**src/pkg/serial_cfg_pkg.sv**
```systemverilog
package serial_cfg_pkg;

  // register byte offsets
  localparam logic [7:0] ctrl_off = 8'h00;
  localparam logic [7:0] baud_off = 8'h04;
  localparam logic [7:0] txd_off = 8'h08;
  localparam logic [7:0] rxd_off = 8'h0C;
  localparam logic [7:0] stat_off = 8'h10;

  // reset values
  localparam logic [2:0] fmt_rst = 3'h0;
  localparam logic modbus_rst = 1'b0;
  localparam logic [1:0] flow_rst = 2'h0;
  localparam logic [3:0] repeat_rst = 4'h3;
  localparam logic [15:0] baud_rst = 16'h0006;

  // control field positions
  localparam int fmt_lsb = 0;
  localparam int modbus_bit = 4;
  localparam int flow_lsb = 8;
  localparam int repeat_lsb = 12;

  // flow control choices
  localparam logic [1:0] flow_none = 2'h0;
  localparam logic [1:0] flow_rts = 2'h1;
  localparam logic [1:0] flow_dtr = 2'h2;

  // least master packet repeat in bus mode
  localparam logic [3:0] repeat_min = 4'h3;

  // fifo depth
  localparam int fifo_depth = 16;

  typedef struct packed {
    logic [3:0] repeat_cnt;
    logic [1:0] flow;
    logic modbus;
    logic [2:0] fmt;
  } cfg_s;

  typedef struct packed {
    logic [3:0] nbits;
    logic par_en;
    logic par_odd;
    logic two_stop;
  } frame_s;

  // decode of the six way character format selection
  function automatic frame_s decode_fmt(input logic [2:0] f);
    frame_s r;
    r = '{nbits: 4'h8, par_en: 1'b0, par_odd: 1'b0, two_stop: 1'b0};
    case (f)
      3'h1: r = '{nbits: 4'h7, par_en: 1'b1, par_odd: 1'b0, two_stop: 1'b0};
      3'h2: r = '{nbits: 4'h7, par_en: 1'b1, par_odd: 1'b1, two_stop: 1'b0};
      3'h3: r = '{nbits: 4'h8, par_en: 1'b0, par_odd: 1'b0, two_stop: 1'b1};
      3'h4: r = '{nbits: 4'h8, par_en: 1'b1, par_odd: 1'b0, two_stop: 1'b0};
      3'h5: r = '{nbits: 4'h8, par_en: 1'b1, par_odd: 1'b1, two_stop: 1'b0};
      default: r = '{nbits: 4'h8, par_en: 1'b0, par_odd: 1'b0,
                     two_stop: 1'b0};
    endcase
    return r;
  endfunction

  // parity over the active data bits
  function automatic logic par_of(input logic [7:0] d, input frame_s f);
    logic p;
    p = ^d[6:0];
    if (f.nbits == 4'h8) begin
      p = p ^ d[7];
    end
    return p ^ f.par_odd;
  endfunction

endpackage

```
**src/hw/modem_serial_port.sv**
```systemverilog
`timescale 1ns/10ps
//
// Contract
// - baud divisor here drives only the local port, no peer rate involved.
// - format code 0..5 selects 8N1,7E1,7O1,8N2,8E1,8O1.
// - format code resets to 0, eight bits no parity one stop.
// - bus-protocol mode resets to 0, disabled.
// - writing 1 to the mode bit enables bus-protocol mode.
// - in bus-protocol mode packet repeat is 3 or more.
// - flow control 0 none, 1 on rts line, 2 on dtr line.
module modem_serial_port (
  input wire logic pclk,
  input wire logic presetn,
  input wire logic clk_en,
  input wire logic psel,
  input wire logic penable,
  input wire logic pwrite,
  input wire logic [7:0] paddr,
  input wire logic [31:0] pwdata,
  output logic [31:0] prdata,
  output logic pready,
  output logic pslverr,
  input wire logic rxd_pin,
  input wire logic hs_in_pin,
  output logic txd_pin,
  output logic rts_out,
  output logic dtr_out,
  output logic [3:0] repeat_out,
  output logic modbus_out
);
  ////////////////////////////////////////////////////////////////////////
  // configuration registers
  serial_cfg_pkg::cfg_s cfg_q, cfg_d;
  logic [15:0] baud_q, baud_d;
  logic perr_q, perr_d, ovf_q, ovf_d;
  logic [31:0] prdata_q, prdata_d;
  logic pready_q, pready_d, pslverr_q, pslverr_d;
  logic rx_s1_q, rx_s2_q, hs_s1_q, hs_s2_q;
  logic rts_q, dtr_q;
  logic acc, wr, rd, hit;
  logic [3:0] rep_w;
  serial_cfg_pkg::frame_s frame;

  // fifo and engine links
  logic txf_in_ready, txf_out_valid, eng_tx_ready, tx_pop;
  logic [7:0] txf_out_data;
  logic rxf_in_ready, rxf_out_valid, rx_pop;
  logic [7:0] rxf_out_data;
  logic eng_strobe, eng_err, eng_tx_out;
  logic [7:0] eng_data;
  logic tx_push, hs_ok;

  assign prdata = prdata_q;
  assign pready = pready_q;
  assign pslverr = pslverr_q;
  assign repeat_out = cfg_q.repeat_cnt;
  assign modbus_out = cfg_q.modbus;
  assign rts_out = rts_q;
  assign dtr_out = dtr_q;

  ////////////////////////////////////////////////////////////////////////
  // apb decode, one wait state: answer in the second cycle of the access phase
  always_comb begin
    acc = psel && penable && !pready_q;
    wr = acc && pwrite;
    rd = acc && !pwrite;
    hit = (paddr == serial_cfg_pkg::ctrl_off) ||
          (paddr == serial_cfg_pkg::baud_off) ||
          (paddr == serial_cfg_pkg::txd_off) ||
          (paddr == serial_cfg_pkg::rxd_off) ||
          (paddr == serial_cfg_pkg::stat_off);
    frame = serial_cfg_pkg::decode_fmt(cfg_q.fmt);
    tx_push = wr && paddr == serial_cfg_pkg::txd_off;
    rx_pop = rd && paddr == serial_cfg_pkg::rxd_off;
  end

  // register writes and status
  always_comb begin
    cfg_d = cfg_q;
    baud_d = baud_q;
    perr_d = perr_q;
    ovf_d = ovf_q;
    rep_w = pwdata[serial_cfg_pkg::repeat_lsb +: 4];
    if (wr && paddr == serial_cfg_pkg::ctrl_off) begin
      cfg_d.fmt = (pwdata[serial_cfg_pkg::fmt_lsb +: 3] > 3'h5) ?
                  serial_cfg_pkg::fmt_rst :
                  pwdata[serial_cfg_pkg::fmt_lsb +: 3];
      cfg_d.modbus = pwdata[serial_cfg_pkg::modbus_bit];
      cfg_d.flow = (pwdata[serial_cfg_pkg::flow_lsb +: 2] == 2'h3) ?
                   serial_cfg_pkg::flow_none :
                   pwdata[serial_cfg_pkg::flow_lsb +: 2];
      cfg_d.repeat_cnt = (pwdata[serial_cfg_pkg::modbus_bit] &&
                          rep_w < serial_cfg_pkg::repeat_min) ?
                         serial_cfg_pkg::repeat_min : rep_w;
    end
    if (wr && paddr == serial_cfg_pkg::baud_off) begin
      baud_d = pwdata[15:0];
    end
    // sticky flags, write one clears, a new event wins
    if (wr && paddr == serial_cfg_pkg::stat_off) begin
      if (pwdata[0]) perr_d = 1'b0;
      if (pwdata[1]) ovf_d = 1'b0;
    end
    if (eng_strobe && eng_err) perr_d = 1'b1;
    if (eng_strobe && !rxf_in_ready) ovf_d = 1'b1;
  end

  // read mux and bus answer
  always_comb begin
    prdata_d = 32'h0000_0000;
    pready_d = acc;
    pslverr_d = acc && !hit;
    if (rd) begin
      unique case (paddr)
        serial_cfg_pkg::ctrl_off: prdata_d = {16'h0000,
          cfg_q.repeat_cnt, 2'h0, cfg_q.flow, 3'h0, cfg_q.modbus,
          1'b0, cfg_q.fmt};
        serial_cfg_pkg::baud_off: prdata_d = {16'h0000, baud_q};
        serial_cfg_pkg::rxd_off: prdata_d = {24'h000000, rxf_out_data};
        serial_cfg_pkg::stat_off: prdata_d = {26'h0, hs_s2_q,
          rxf_out_valid, txf_in_ready, eng_tx_ready, ovf_q, perr_q};
        default: prdata_d = 32'h0000_0000;
      endcase
    end
  end

  ////////////////////////////////////////////////////////////////////////
  // handshake: peer line gates transmit, our line shows receive room
  always_comb begin
    hs_ok = (cfg_q.flow == serial_cfg_pkg::flow_none) || hs_s2_q;
    tx_pop = txf_out_valid && eng_tx_ready && hs_ok;
  end

  // registers
  always_ff @(posedge pclk or negedge presetn) begin
    if (!presetn) begin
      cfg_q <= '{repeat_cnt: serial_cfg_pkg::repeat_rst,
                 flow: serial_cfg_pkg::flow_rst,
                 modbus: serial_cfg_pkg::modbus_rst,
                 fmt: serial_cfg_pkg::fmt_rst};
      baud_q <= serial_cfg_pkg::baud_rst;
      perr_q <= 1'b0;
      ovf_q <= 1'b0;
      prdata_q <= '0;
      pready_q <= 1'b0;
      pslverr_q <= 1'b0;
      rx_s1_q <= 1'b1;
      rx_s2_q <= 1'b1;
      hs_s1_q <= 1'b0;
      hs_s2_q <= 1'b0;
      rts_q <= 1'b0;
      dtr_q <= 1'b0;
    end else if (clk_en) begin
      cfg_q <= cfg_d;
      baud_q <= baud_d;
      perr_q <= perr_d;
      ovf_q <= ovf_d;
      prdata_q <= prdata_d;
      pready_q <= pready_d;
      pslverr_q <= pslverr_d;
      rx_s1_q <= rxd_pin;
      rx_s2_q <= rx_s1_q;
      hs_s1_q <= hs_in_pin;
      hs_s2_q <= hs_s1_q;
      rts_q <= (cfg_q.flow == serial_cfg_pkg::flow_rts) && rxf_in_ready;
      dtr_q <= (cfg_q.flow == serial_cfg_pkg::flow_dtr) && rxf_in_ready;
    end
  end

  ////////////////////////////////////////////////////////////////////////
  // data path
  sync_fifo #(.width(8), .depth(serial_cfg_pkg::fifo_depth)) tx_fifo (
    .pclk(pclk),
    .presetn(presetn),
    .en(clk_en),
    .in_valid(tx_push),
    .in_ready(txf_in_ready),
    .in_data(pwdata[7:0]),
    .out_valid(txf_out_valid),
    .out_ready(tx_pop),
    .out_data(txf_out_data)
  );

  sync_fifo #(.width(8), .depth(serial_cfg_pkg::fifo_depth)) rx_fifo (
    .pclk(pclk),
    .presetn(presetn),
    .en(clk_en),
    .in_valid(eng_strobe),
    .in_ready(rxf_in_ready),
    .in_data(eng_data),
    .out_valid(rxf_out_valid),
    .out_ready(rx_pop),
    .out_data(rxf_out_data)
  );

  serial_engine engine (
    .pclk(pclk),
    .presetn(presetn),
    .en(clk_en),
    .baud_div(baud_q),
    .frame(frame),
    .tx_valid(tx_pop),
    .tx_ready(eng_tx_ready),
    .tx_data(txf_out_data),
    .rx_in(rx_s2_q),
    .tx_out(eng_tx_out),
    .rx_strobe(eng_strobe),
    .rx_data(eng_data),
    .rx_err(eng_err)
  );

  assign txd_pin = eng_tx_out;

  ////////////////////////////////////////////////////////////////////////
  // checks
  fmt_reset_a: assert property (@(posedge pclk)
    $rose(presetn) |-> cfg_q.fmt == 3'h0)
    else $error("format not 0 after reset");
  modbus_reset_a: assert property (@(posedge pclk)
    $rose(presetn) |-> !cfg_q.modbus)
    else $error("bus mode on after reset");
  modbus_repeat_a: assert property (@(posedge pclk)
    disable iff (!presetn) cfg_q.modbus |-> cfg_q.repeat_cnt >= 4'h3)
    else $error("repeat below 3 in bus mode");
  modbus_enable_a: assert property (@(posedge pclk)
    disable iff (!presetn)
    (clk_en && wr && paddr == 8'h00 && pwdata[4]) |=> cfg_q.modbus)
    else $error("bus mode not enabled");
  fmt_legal_a: assert property (@(posedge pclk)
    disable iff (!presetn) cfg_q.fmt <= 3'h5)
    else $error("illegal format code");
  flow_lines_a: assert property (@(posedge pclk)
    disable iff (!presetn)
    cfg_q.flow == 2'h0 |=> !rts_q && !dtr_q)
    else $error("handshake line driven with no flow control");
  parity_flag_a: assert property (@(posedge pclk)
    disable iff (!presetn) (clk_en && eng_strobe && eng_err) |=> perr_q)
    else $error("parity error not flagged");
  baud_apply_a: assert property (@(posedge pclk)
    disable iff (!presetn)
    (clk_en && wr && paddr == 8'h04) |=> baud_q == $past(pwdata[15:0]))
    else $error("baud divisor not applied");
endmodule // modem_serial_port

```
**src/hw/sync_fifo.sv**
```systemverilog
`timescale 1ns/10ps
module sync_fifo #(
  parameter int width = 8,
  parameter int depth = 16
) (
  input wire logic pclk,
  input wire logic presetn,
  input wire logic en,
  input wire logic in_valid,
  output logic in_ready,
  input wire logic [width-1:0] in_data,
  output logic out_valid,
  input wire logic out_ready,
  output logic [width-1:0] out_data
);
  localparam int aw = $clog2(depth);

  logic [width-1:0] mem [depth];
  logic [aw:0] wp_q, wp_d, rp_q, rp_d;
  logic [width-1:0] rd_q;
  logic push, pop, full, empty;

  // pointer compare
  always_comb begin
    full = (wp_q[aw] != rp_q[aw]) && (wp_q[aw-1:0] == rp_q[aw-1:0]);
    empty = (wp_q == rp_q);
    in_ready = !full;
    out_valid = !empty;
    out_data = rd_q; // head word held in a register
    push = en && in_valid && !full;
    pop = en && out_ready && !empty;
    wp_d = push ? wp_q + 1'b1 : wp_q;
    rp_d = pop ? rp_q + 1'b1 : rp_q;
  end

  // read and write pointers
  always_ff @(posedge pclk or negedge presetn) begin
    if (!presetn) begin
      wp_q <= '0;
      rp_q <= '0;
    end else begin
      wp_q <= wp_d;
      rp_q <= rp_d;
    end
  end

  // storage write and registered head word, bypass when the slot is new
  always_ff @(posedge pclk) begin
    if (push) begin
      mem[wp_q[aw-1:0]] <= in_data;
    end
    if (push && wp_q[aw-1:0] == rp_d[aw-1:0]) begin
      rd_q <= in_data;
    end else begin
      rd_q <= mem[rp_d[aw-1:0]];
    end
  end

  // never push while full
  fifo_full_a: assert property (@(posedge pclk) disable iff (!presetn)
    full |-> !push) else $error("fifo pushed while full");
endmodule // sync_fifo

```
**src/hw/serial_engine.sv**
```systemverilog
`timescale 1ns/10ps
module serial_engine (
  input wire logic pclk,
  input wire logic presetn,
  input wire logic en,
  input wire logic [15:0] baud_div,
  input wire serial_cfg_pkg::frame_s frame,
  input wire logic tx_valid,
  output logic tx_ready,
  input wire logic [7:0] tx_data,
  input wire logic rx_in,
  output logic tx_out,
  output logic rx_strobe,
  output logic [7:0] rx_data,
  output logic rx_err
);
  typedef enum logic [3:0] {
    idle = 4'b0001, start = 4'b0010, data = 4'b0100, tail = 4'b1000
  } ph_e;

  ph_e tst_q, tst_d, rst_q, rst_d;
  logic [15:0] tcnt_q, tcnt_d, rcnt_q, rcnt_d;
  logic [3:0] tbit_q, tbit_d, rbit_q, rbit_d;
  logic [7:0] tsh_q, tsh_d, rsh_q, rsh_d;
  logic tout_q, tout_d, rerr_q, rerr_d, rstb_d, rdone_q;
  logic [7:0] rdat_q, rdat_d;
  logic tail_len;

  assign tx_ready = (tst_q == idle);
  assign tx_out = tout_q;
  assign rx_strobe = rdone_q;
  assign rx_data = rdat_q;
  assign rx_err = rerr_q;

  // transmit sequencer, parity generated on the fly
  always_comb begin
    tst_d = tst_q;
    tcnt_d = tcnt_q;
    tbit_d = tbit_q;
    tsh_d = tsh_q;
    tout_d = tout_q;
    tail_len = frame.par_en | frame.two_stop;
    unique case (tst_q)
      idle: begin
        tout_d = 1'b1;
        if (tx_valid) begin
          tst_d = start;
          tsh_d = tx_data;
          tcnt_d = baud_div;
          tout_d = 1'b0;
        end
      end
      start, data, tail: begin
        if (tcnt_q != 16'h0000) begin
          tcnt_d = tcnt_q - 16'h0001;
        end else begin
          tcnt_d = baud_div;
          if (tst_q == start) begin
            tst_d = data;
            tbit_d = 4'h0;
            tout_d = tsh_q[0];
          end else if (tst_q == data) begin
            tbit_d = tbit_q + 4'h1;
            if (tbit_q + 4'h1 == frame.nbits) begin
              tst_d = tail;
              tbit_d = 4'h0;
              tout_d = frame.par_en ? serial_cfg_pkg::par_of(tsh_q, frame)
                                    : 1'b1;
            end else begin
              tout_d = tsh_q[tbit_q[2:0] + 3'h1];
            end
          end else begin
            tbit_d = tbit_q + 4'h1;
            tout_d = 1'b1;
            if (tbit_q == {3'h0, tail_len}) begin
              tst_d = idle;
            end
          end
        end
      end
      default: tst_d = idle;
    endcase
  end

  // receive sequencer, mid-bit sampling, checks parity and stop
  always_comb begin
    rst_d = rst_q;
    rcnt_d = rcnt_q;
    rbit_d = rbit_q;
    rsh_d = rsh_q;
    rerr_d = rerr_q;
    rdat_d = rdat_q;
    rstb_d = 1'b0;
    unique case (rst_q)
      idle: begin
        if (!rx_in) begin
          rst_d = start;
          rcnt_d = {1'b0, baud_div[15:1]};
        end
      end
      start, data, tail: begin
        if (rcnt_q != 16'h0000) begin
          rcnt_d = rcnt_q - 16'h0001;
        end else begin
          rcnt_d = baud_div;
          if (rst_q == start) begin
            rst_d = rx_in ? idle : data;
            rbit_d = 4'h0;
            rsh_d = 8'h00;
            rerr_d = 1'b0;
          end else if (rst_q == data) begin
            rsh_d[rbit_q[2:0]] = rx_in;
            rbit_d = rbit_q + 4'h1;
            if (rbit_q + 4'h1 == frame.nbits) begin
              rst_d = tail;
              rbit_d = 4'h0;
            end
          end else begin
            rbit_d = rbit_q + 4'h1;
            if (frame.par_en && rbit_q == 4'h0) begin
              if (rx_in != serial_cfg_pkg::par_of(rsh_q, frame)) begin
                rerr_d = 1'b1;
              end
            end else begin
              if (!rx_in) begin
                rerr_d = 1'b1;
              end
              if (rbit_q == {3'h0, frame.par_en | frame.two_stop}) begin
                rst_d = idle;
                rdat_d = rsh_q;
                rstb_d = 1'b1;
                rcnt_d = 16'h0000;
              end
            end
          end
        end
      end
      default: rst_d = idle;
    endcase
  end

  // state registers
  always_ff @(posedge pclk or negedge presetn) begin
    if (!presetn) begin
      tst_q <= idle;
      rst_q <= idle;
      tcnt_q <= '0;
      rcnt_q <= '0;
      tbit_q <= '0;
      rbit_q <= '0;
      tsh_q <= '0;
      rsh_q <= '0;
      tout_q <= 1'b1;
      rerr_q <= 1'b0;
      rdat_q <= '0;
      rdone_q <= 1'b0;
    end else if (en) begin
      tst_q <= tst_d;
      rst_q <= rst_d;
      tcnt_q <= tcnt_d;
      rcnt_q <= rcnt_d;
      tbit_q <= tbit_d;
      rbit_q <= rbit_d;
      tsh_q <= tsh_d;
      rsh_q <= rsh_d;
      tout_q <= tout_d;
      rerr_q <= rerr_d;
      rdat_q <= rdat_d;
      rdone_q <= rstb_d;
    end else begin
      rdone_q <= 1'b0;
    end
  end

  // line idles high between characters
  tx_idle_a: assert property (@(posedge pclk) disable iff (!presetn)
    (tst_q == idle && $past(tst_q) == idle) |-> tout_q)
    else $error("tx line low while idle");
endmodule // serial_engine

```
**config.mk**
```make
export PLATFORM = sky130hd
export DESIGN_NAME = modem_serial_port
export DESIGN_NICKNAME = d
export VERILOG_FILES = /design/src/pkg/serial_cfg_pkg.sv /design/src/hw/modem_serial_port.sv /design/src/hw/sync_fifo.sv /design/src/hw/serial_engine.sv
export SDC_FILE = /design/constraint.sdc
export NUM_CORES = 1
export LEC_CHECK = 0
export BUFFER_PORTS_ARGS = -buffer_cell sky130_fd_sc_hd__buf_2
export CORE_MARGIN = 8
export CORE_UTILIZATION = 65
export CTS_CLUSTER_SIZE = 16
export DETAILED_ROUTE_END_ITERATION = 16
export PLACE_DENSITY = 0.85
export SLEW_MARGIN = 30
export SYNTH_ARGS = -nofsm -noshare
export SYNTH_HDL_FRONTEND = slang
export SYNTH_SLANG_ARGS = --single-unit
```
**constraint.sdc**
```tcl
create_clock -name pclk -period 5.5 [get_ports pclk]
set_input_delay 0.55 -clock pclk [delete_from_list [all_inputs] [get_ports pclk]]
set_output_delay 0.55 -clock pclk [all_outputs]
set_load 0.02 [all_outputs]
```
## Word-level counts from Yosys, hierarchy flattened

Memory sizes are Yosys's and may differ from the RTL's. A register that Yosys moved wholly into a read port is not among the register bits.
Index checks and enable logic that the tools add are counted.

- Add/subtract/negate cells: 9
- Muxes and demuxes: 88
- Bitwise gates (word level): 10
- Equal/unequal tests: 44
- Reduce and logical (&&, ||, !) cells: 72
- Order comparisons: 5

Operators by type and width:

| operator | count |
|---|---|
| 16-bit two-way mux | 9 |
| 4-bit two-way mux | 22 |
| 16-bit one-hot mux with 2 select lines | 2 |
| 16-bit one-hot mux with 4 select lines | 1 |
| 1-bit two-way mux | 42 |
| 7-bit one-hot mux with 5 select lines | 1 |
| 16-bit nonzero test | 2 |
| 16-bit by 1-bit subtractor with 16-bit output (second input constant) | 2 |
| 1-bit logical AND | 29 |
| 3-bit AND reduction | 8 |
| 5-bit by 1-bit adder with 5-bit output (second input constant) | 4 |
| 4-bit == test | 4 |
| 8-bit by 4-bit == test with 1-bit output (second input constant) | 2 |
| 8-bit two-way mux | 2 |
| 4-bit one-hot mux with 2 select lines | 2 |
| 2-bit nonzero test | 7 |
| 7-bit parity | 2 |
| 4-bit == test (second input constant) | 3 |
| 6-bit AND reduction | 2 |
| 5-bit == test | 2 |
| 4-bit by 1-bit adder with 4-bit output (second input constant) | 2 |
| 8-bit bitwise mux | 1 |
| 4-bit by 1-bit == test with 1-bit output | 2 |
| 4-bit by 1-bit == test with 1-bit output (second input constant) | 2 |
| 40 further kinds | 73 |

- Memory bits (writable): 256
- Input bits: 48
- Flip-flop bits (word level): 163
- Output and inout bits: 42
- Memories: 2

Memories:

| memory | depth | bits a word | read ports | clocked after Yosys merged registers in | write ports | RTL line | source |
|---|---|---|---|---|---|---|---|
| rx_fifo.mem | 16 | 8 | 1 | 1 | 1 | sync_fifo.sv:18 | `logic [width-1:0] mem [depth];` |
| tx_fifo.mem | 16 | 8 | 1 | 1 | 1 | sync_fifo.sv:18 |  |

## Longest topological paths before layout

- Depth after elaboration: 16
- Depth in mapped cells: 11
- Depth with buffers taken out: 9

## Cells and area by module

A second synthesis with hierarchy kept.

- Cell total of the unflattened synthesis: 1350
- Area, all modules: 18784.3 µm²

By module, submodules not included:

| module | area each (µm²) | cells each | instances |
|---|---|---|---|
| sync_fifo at tx_fifo | 5689.2 | 283 | 1 |
| sync_fifo at rx_fifo | 5627.9 | 292 | 1 |
| serial_engine | 4769.6 | 534 | 1 |
| modem_serial_port | 2697.6 | 241 | 1 |

## Worst setup path before layout

No wires, ideal clock.

- Kind: in2reg
- From: input paddr[5]
- To: memory tx_fifo.mem[3][0] (enable)
- Arrival: 2336 ps
- Cell stages on the path: 6
- Library setup time: 383 ps
- Slack: 2780 ps
- Path buffers: 0
- Required time: 5117 ps
- Path through: or3_1 nor2_1 nand3b_1 nor3_2 nand2_1 nor3_1

- Word-level cells in the longest chain between the ends: 6

Ends and longest elaborated chain:

| what | RTL line | source |
|---|---|---|
| from (decl) | modem_serial_port.sv:18 | `input wire logic [7:0] paddr,` |
| 8-bit by 4-bit == test with 1-bit output | modem_serial_port.sv:73 | `tx_push = wr && paddr == serial_cfg_pkg::txd_off;` |
| 1-bit logical AND | modem_serial_port.sv:73 |  |
| 1-bit logical AND (2 in a row) | sync_fifo.sv:30 | `push = en && in_valid && !full;` |
| 1-bit two-way mux | sync_fifo.sv:49 | `if (push) begin` |
| 1-bit two-way mux (not written as such) | sync_fifo.sv:50 | `mem[wp_q[aw-1:0]] <= in_data;` |
| to (decl) | sync_fifo.sv:18 |  |

Every way passes these cells.

## Final worst setup path

- From: register engine.rcnt_q[0]
- To: register engine.rst_q[2]

- Word-level cells in the longest chain between the ends: 3

Ends and longest elaborated chain:

| what | RTL line | source |
|---|---|---|
| from (decl) | serial_engine.sv:22 | `logic [15:0] tcnt_q, tcnt_d, rcnt_q, rcnt_d;` |
| from (signal assigned) | serial_engine.sv:161 | `rcnt_q <= rcnt_d;` |
| 16-bit nonzero test | serial_engine.sv:102 | `if (rcnt_q != 16'h0000) begin` |
| 2-bit inequality test (no source line) | -- |  |
| 6-bit AND reduction (no source line) | -- |  |
| to (signal assigned) | serial_engine.sv:146 | `rst_q <= idle;` |
| to (signal assigned) | serial_engine.sv:159 | `rst_q <= rst_d;` |
| to (decl) | serial_engine.sv:21 | `ph_e tst_q, tst_d, rst_q, rst_d;` |

Every way passes these cells.
A chain may end at the register's enable or synchronous reset.

==> results.sh <==
export IMPL_status="complete, no violations"
export IMPL_max_slew_margin_rel_pct=36.8
export IMPL_synth_area_top_cells="edfxtp_1 42%, dfrtp_1 19%, mux4_2 9.6%"
export IMPL_crit_start="engine.rcnt_q[0]"
export IMPL_timing_rr_start="engine.rcnt_q[0]"
export IMPL_post_drt_wl_per_cell_um=24.2
export IMPL_met1Wirelength_um=16700
export IMPL_avgSynthCellArea_sq_um=14.2
export IMPL_fmax_mhz=287
export IMPL_synth_edf_count=256
export IMPL_dr_wl_met2_um=20500
export IMPL_fp_dieH_um=183
export IMPL_clock_tree_root_cell="clkbuf_16"
export IMPL_die_w_um=183
export IMPL_drc=0
export IMPL_ir_drop_mv=0.310
export IMPL_synth_top_area_cell="edfxtp_1"
export IMPL_final_cell_mix="256 x edfxtp_1, 138 x dfrtp_1, 109 x nand2_1"
export IMPL_vias=11300
export IMPL_n_fill_cell=1688
export IMPL_crit_type="reg2reg"
export IMPL_cts_buffer_depth=3
export IMPL_place_congestion=0.903
export IMPL_synth_top_flop_cell="edfxtp_1"
export IMPL_drt_wl_total_um=42200
export IMPL_whs_ns=0.0829
export IMPL_leakage_nw=7.52
export IMPL_initial_core_util_pct=65.8
export IMPL_placed_area_sq_um=18700
export IMPL_grt_util_all_layers_pct=25.5
export IMPL_hpwl_um=27500
export IMPL_fin_util_pct=72.5
export IMPL_worst_pin_slew_ns=0.945
export IMPL_slowest_delay_ns=0.77
export IMPL_dr_pass1_iters=6
export IMPL_antenna_found_initial=4
export IMPL_hp_class="in2async"
export IMPL_skew_ns=0.0217
export IMPL_worstPathRequired_ns=5.95
export IMPL_grt_first_pass_wirelength_um=65900
export IMPL_portBuffers=57
export IMPL_dr_wl_met3_um=3490
export IMPL_cp_end_kind="flip-flop"
export IMPL_clk_pin_slew_ns=0.06
export IMPL_cts_resized=0
export IMPL_htreeDepth=2
export IMPL_fin_area_sq_um=20100
export IMPL_ys_async_sr_fraction_pct=35.8
export IMPL_cts_setup_buffers=0
export IMPL_final_cells=1745
export IMPL_power_density_nw_per_um2=431
export IMPL_fin_crit_sh_pct=63.4
export IMPL_dp_cells=1667
export IMPL_ys_seq_area_share_pct=63.3
export IMPL_overflow=0
export IMPL_io_pins=90
export IMPL_yosysWarnings=0
export IMPL_clk_latency_ns=0.56
export IMPL_worst_slack_ns=2.01
export IMPL_maxSlewViolCount=0
export IMPL_coreArea_sq_um=27700
export IMPL_crit_path_top_delay_cell="nor4b_2"
export IMPL_final_setup_viol_count=0
export IMPL_cp_max_fo=11
export IMPL_fin_nets=1397
export IMPL_netlist_cell_type_count=79
export IMPL_ant_nets=0
export IMPL_top_layer="met5"
export IMPL_cts_tree="done"
export IMPL_grt_max_degree=88
export IMPL_numCtsBuffers=41
export IMPL_viasPerCell=6.47
export IMPL_drive_gt1_share_pct=21.3
export IMPL_ys_ff_latch=411
export IMPL_synth_top_cell_area_share_pct=42.2
export IMPL_cp_data_arrival_time_ns=3.93
export IMPL_grt_pass1_vias=11100
export IMPL_rsz0062_at_grt="no"
export IMPL_final_common_cell="edfxtp_1"
export IMPL_startpoint_type="flip-flop"
export IMPL_cts_sinks=411
export IMPL_drt_iter0_drc=1329
export IMPL_cts_hold_buf=0
export IMPL_multi_input_comb_area_sq_um=6210
export IMPL_final_setup_tns_ns=0
export IMPL_rows=61
export IMPL_die_area_sq_um=33700
export IMPL_crit_chain="inv_1 > ha_1 > nor3b_1 > nand3_1 > nor4b_2 > a21oi_1 > a22oi_1 > mux2_2"
export IMPL_area_growth_pct=10.2
export IMPL_seq_area_sq_um=11500
export IMPL_fin_crit_ns=3.49
export IMPL_cap_viol_max_count=0
export IMPL_p_total_mw=8.65
export IMPL_hold_violations=0
export IMPL_dp_slack_ns=2.04
export IMPL_synthCells=1286
export IMPL_syn_area_sq_um=18200
Yosys cell counts, drive strengths merged, types with 6 or more instances:
master,n
nor3b,8
edfxtp,256
buf,43
o31a,7
dfrtp,138
a21oi,42
nand2,109
o2bb2ai,13
or3,8
o31ai,11
mux4,78
or2,7
o21ai,76
a22o,10
clkbuf,47
dfxtp,8
nand3b,6
inv,21
ha,17
xor2,16
nor2,89
nor3,39
mux2,40
nand4,14
xnor2,42
dfstp,9
a22oi,9
nor4,9
nand2b,16
and3,6
nand3,11
final cells by class:
cell class,count,area share (%)
well taps,378,2.36
diodes,3,0.0374
flip-flops and latches,411,57.5
repair buffers,78,2.24
clock buffers,56,5.74
clock inverters,19,0.854
inverters,21,0.393
multi-input cells,779,30.9
worst max-delay path: cells and delay by family, from the launching register on:
| kind | cells | cell delay [ns] |
|---|---|---|
| buffers and inverters | 1 | 0.10 |
| and+or+nand+nor | 3 | 1.73 |
| muxes | 1 | 0.38 |
| adders and majority gates | 1 | 0.18 |
| DFF | 1 | 0.41 |
| AOI/OAI and AO/OA | 2 | 0.58 |
kinds of logic after synthesis:
| group | count (synthesis) | share of synthesized area (%) |
|---|---|---|
| other cells | 1 | 0.0206 |
| buf+inv | 111 | 2.97 |
| simple gates | 347 | 9.50 |
| fa+ha+maj | 17 | 1.17 |
| mux | 123 | 12.4 |
| flops | 411 | 63.3 |
| xor+xnor | 58 | 2.79 |
| compound gates | 218 | 7.81 |
flip-flops by register name (all words and copies together) (netlist names), 5 cells and up, named ones only:
register / cells
tx_fifo.wp_q: 5
rx_fifo.wp_q: 5
engine.tcnt_q: 16
tx_fifo.mem: 128
prdata: 16
cfg_q: 5
tx_fifo.rp_q: 5
engine.rcnt_q: 16
engine.tsh_q: 8
engine.rx_data: 8
baud_q: 16
rx_fifo.mem: 128
engine.rsh_q: 8
rx_fifo.rp_q: 5
power breakdown:
| part | internal [mW] | switching [mW] | leakage (nW) |
|---|---|---|---|
| clock | 1.53 | 1.18 | 0.651 |
| combinational | 0.941 | 1.21 | 2.47 |
| sequential | 3.48 | 0.306 | 4.39 |
routing by layer:
metal | up-vias | GRT usage (%)
li1 | 4936 | -
met1 | 5699 | 34.9
met2 | 547 | 40.7
met3 | 110 | 4.49
met4 | 2 | 9.50
met5 | - | 0
path summary, 6_finish.rpt:
check,endpoint,slack [ns],cells past startpoint
min in group pclk,rx_s1_q,0.23,2
worst max-delay path,engine.rst_q[2],2.01,8
worst min register to register,prdata[15],0.48,1
worst min-delay path,engine.tsh_q[1],0.08,1
max in group asynchronous,prdata[10],4.17,2
worst max register to register,engine.rst_q[2],2.01,8
No activity file was read; power rests on OpenSTA's default activity.
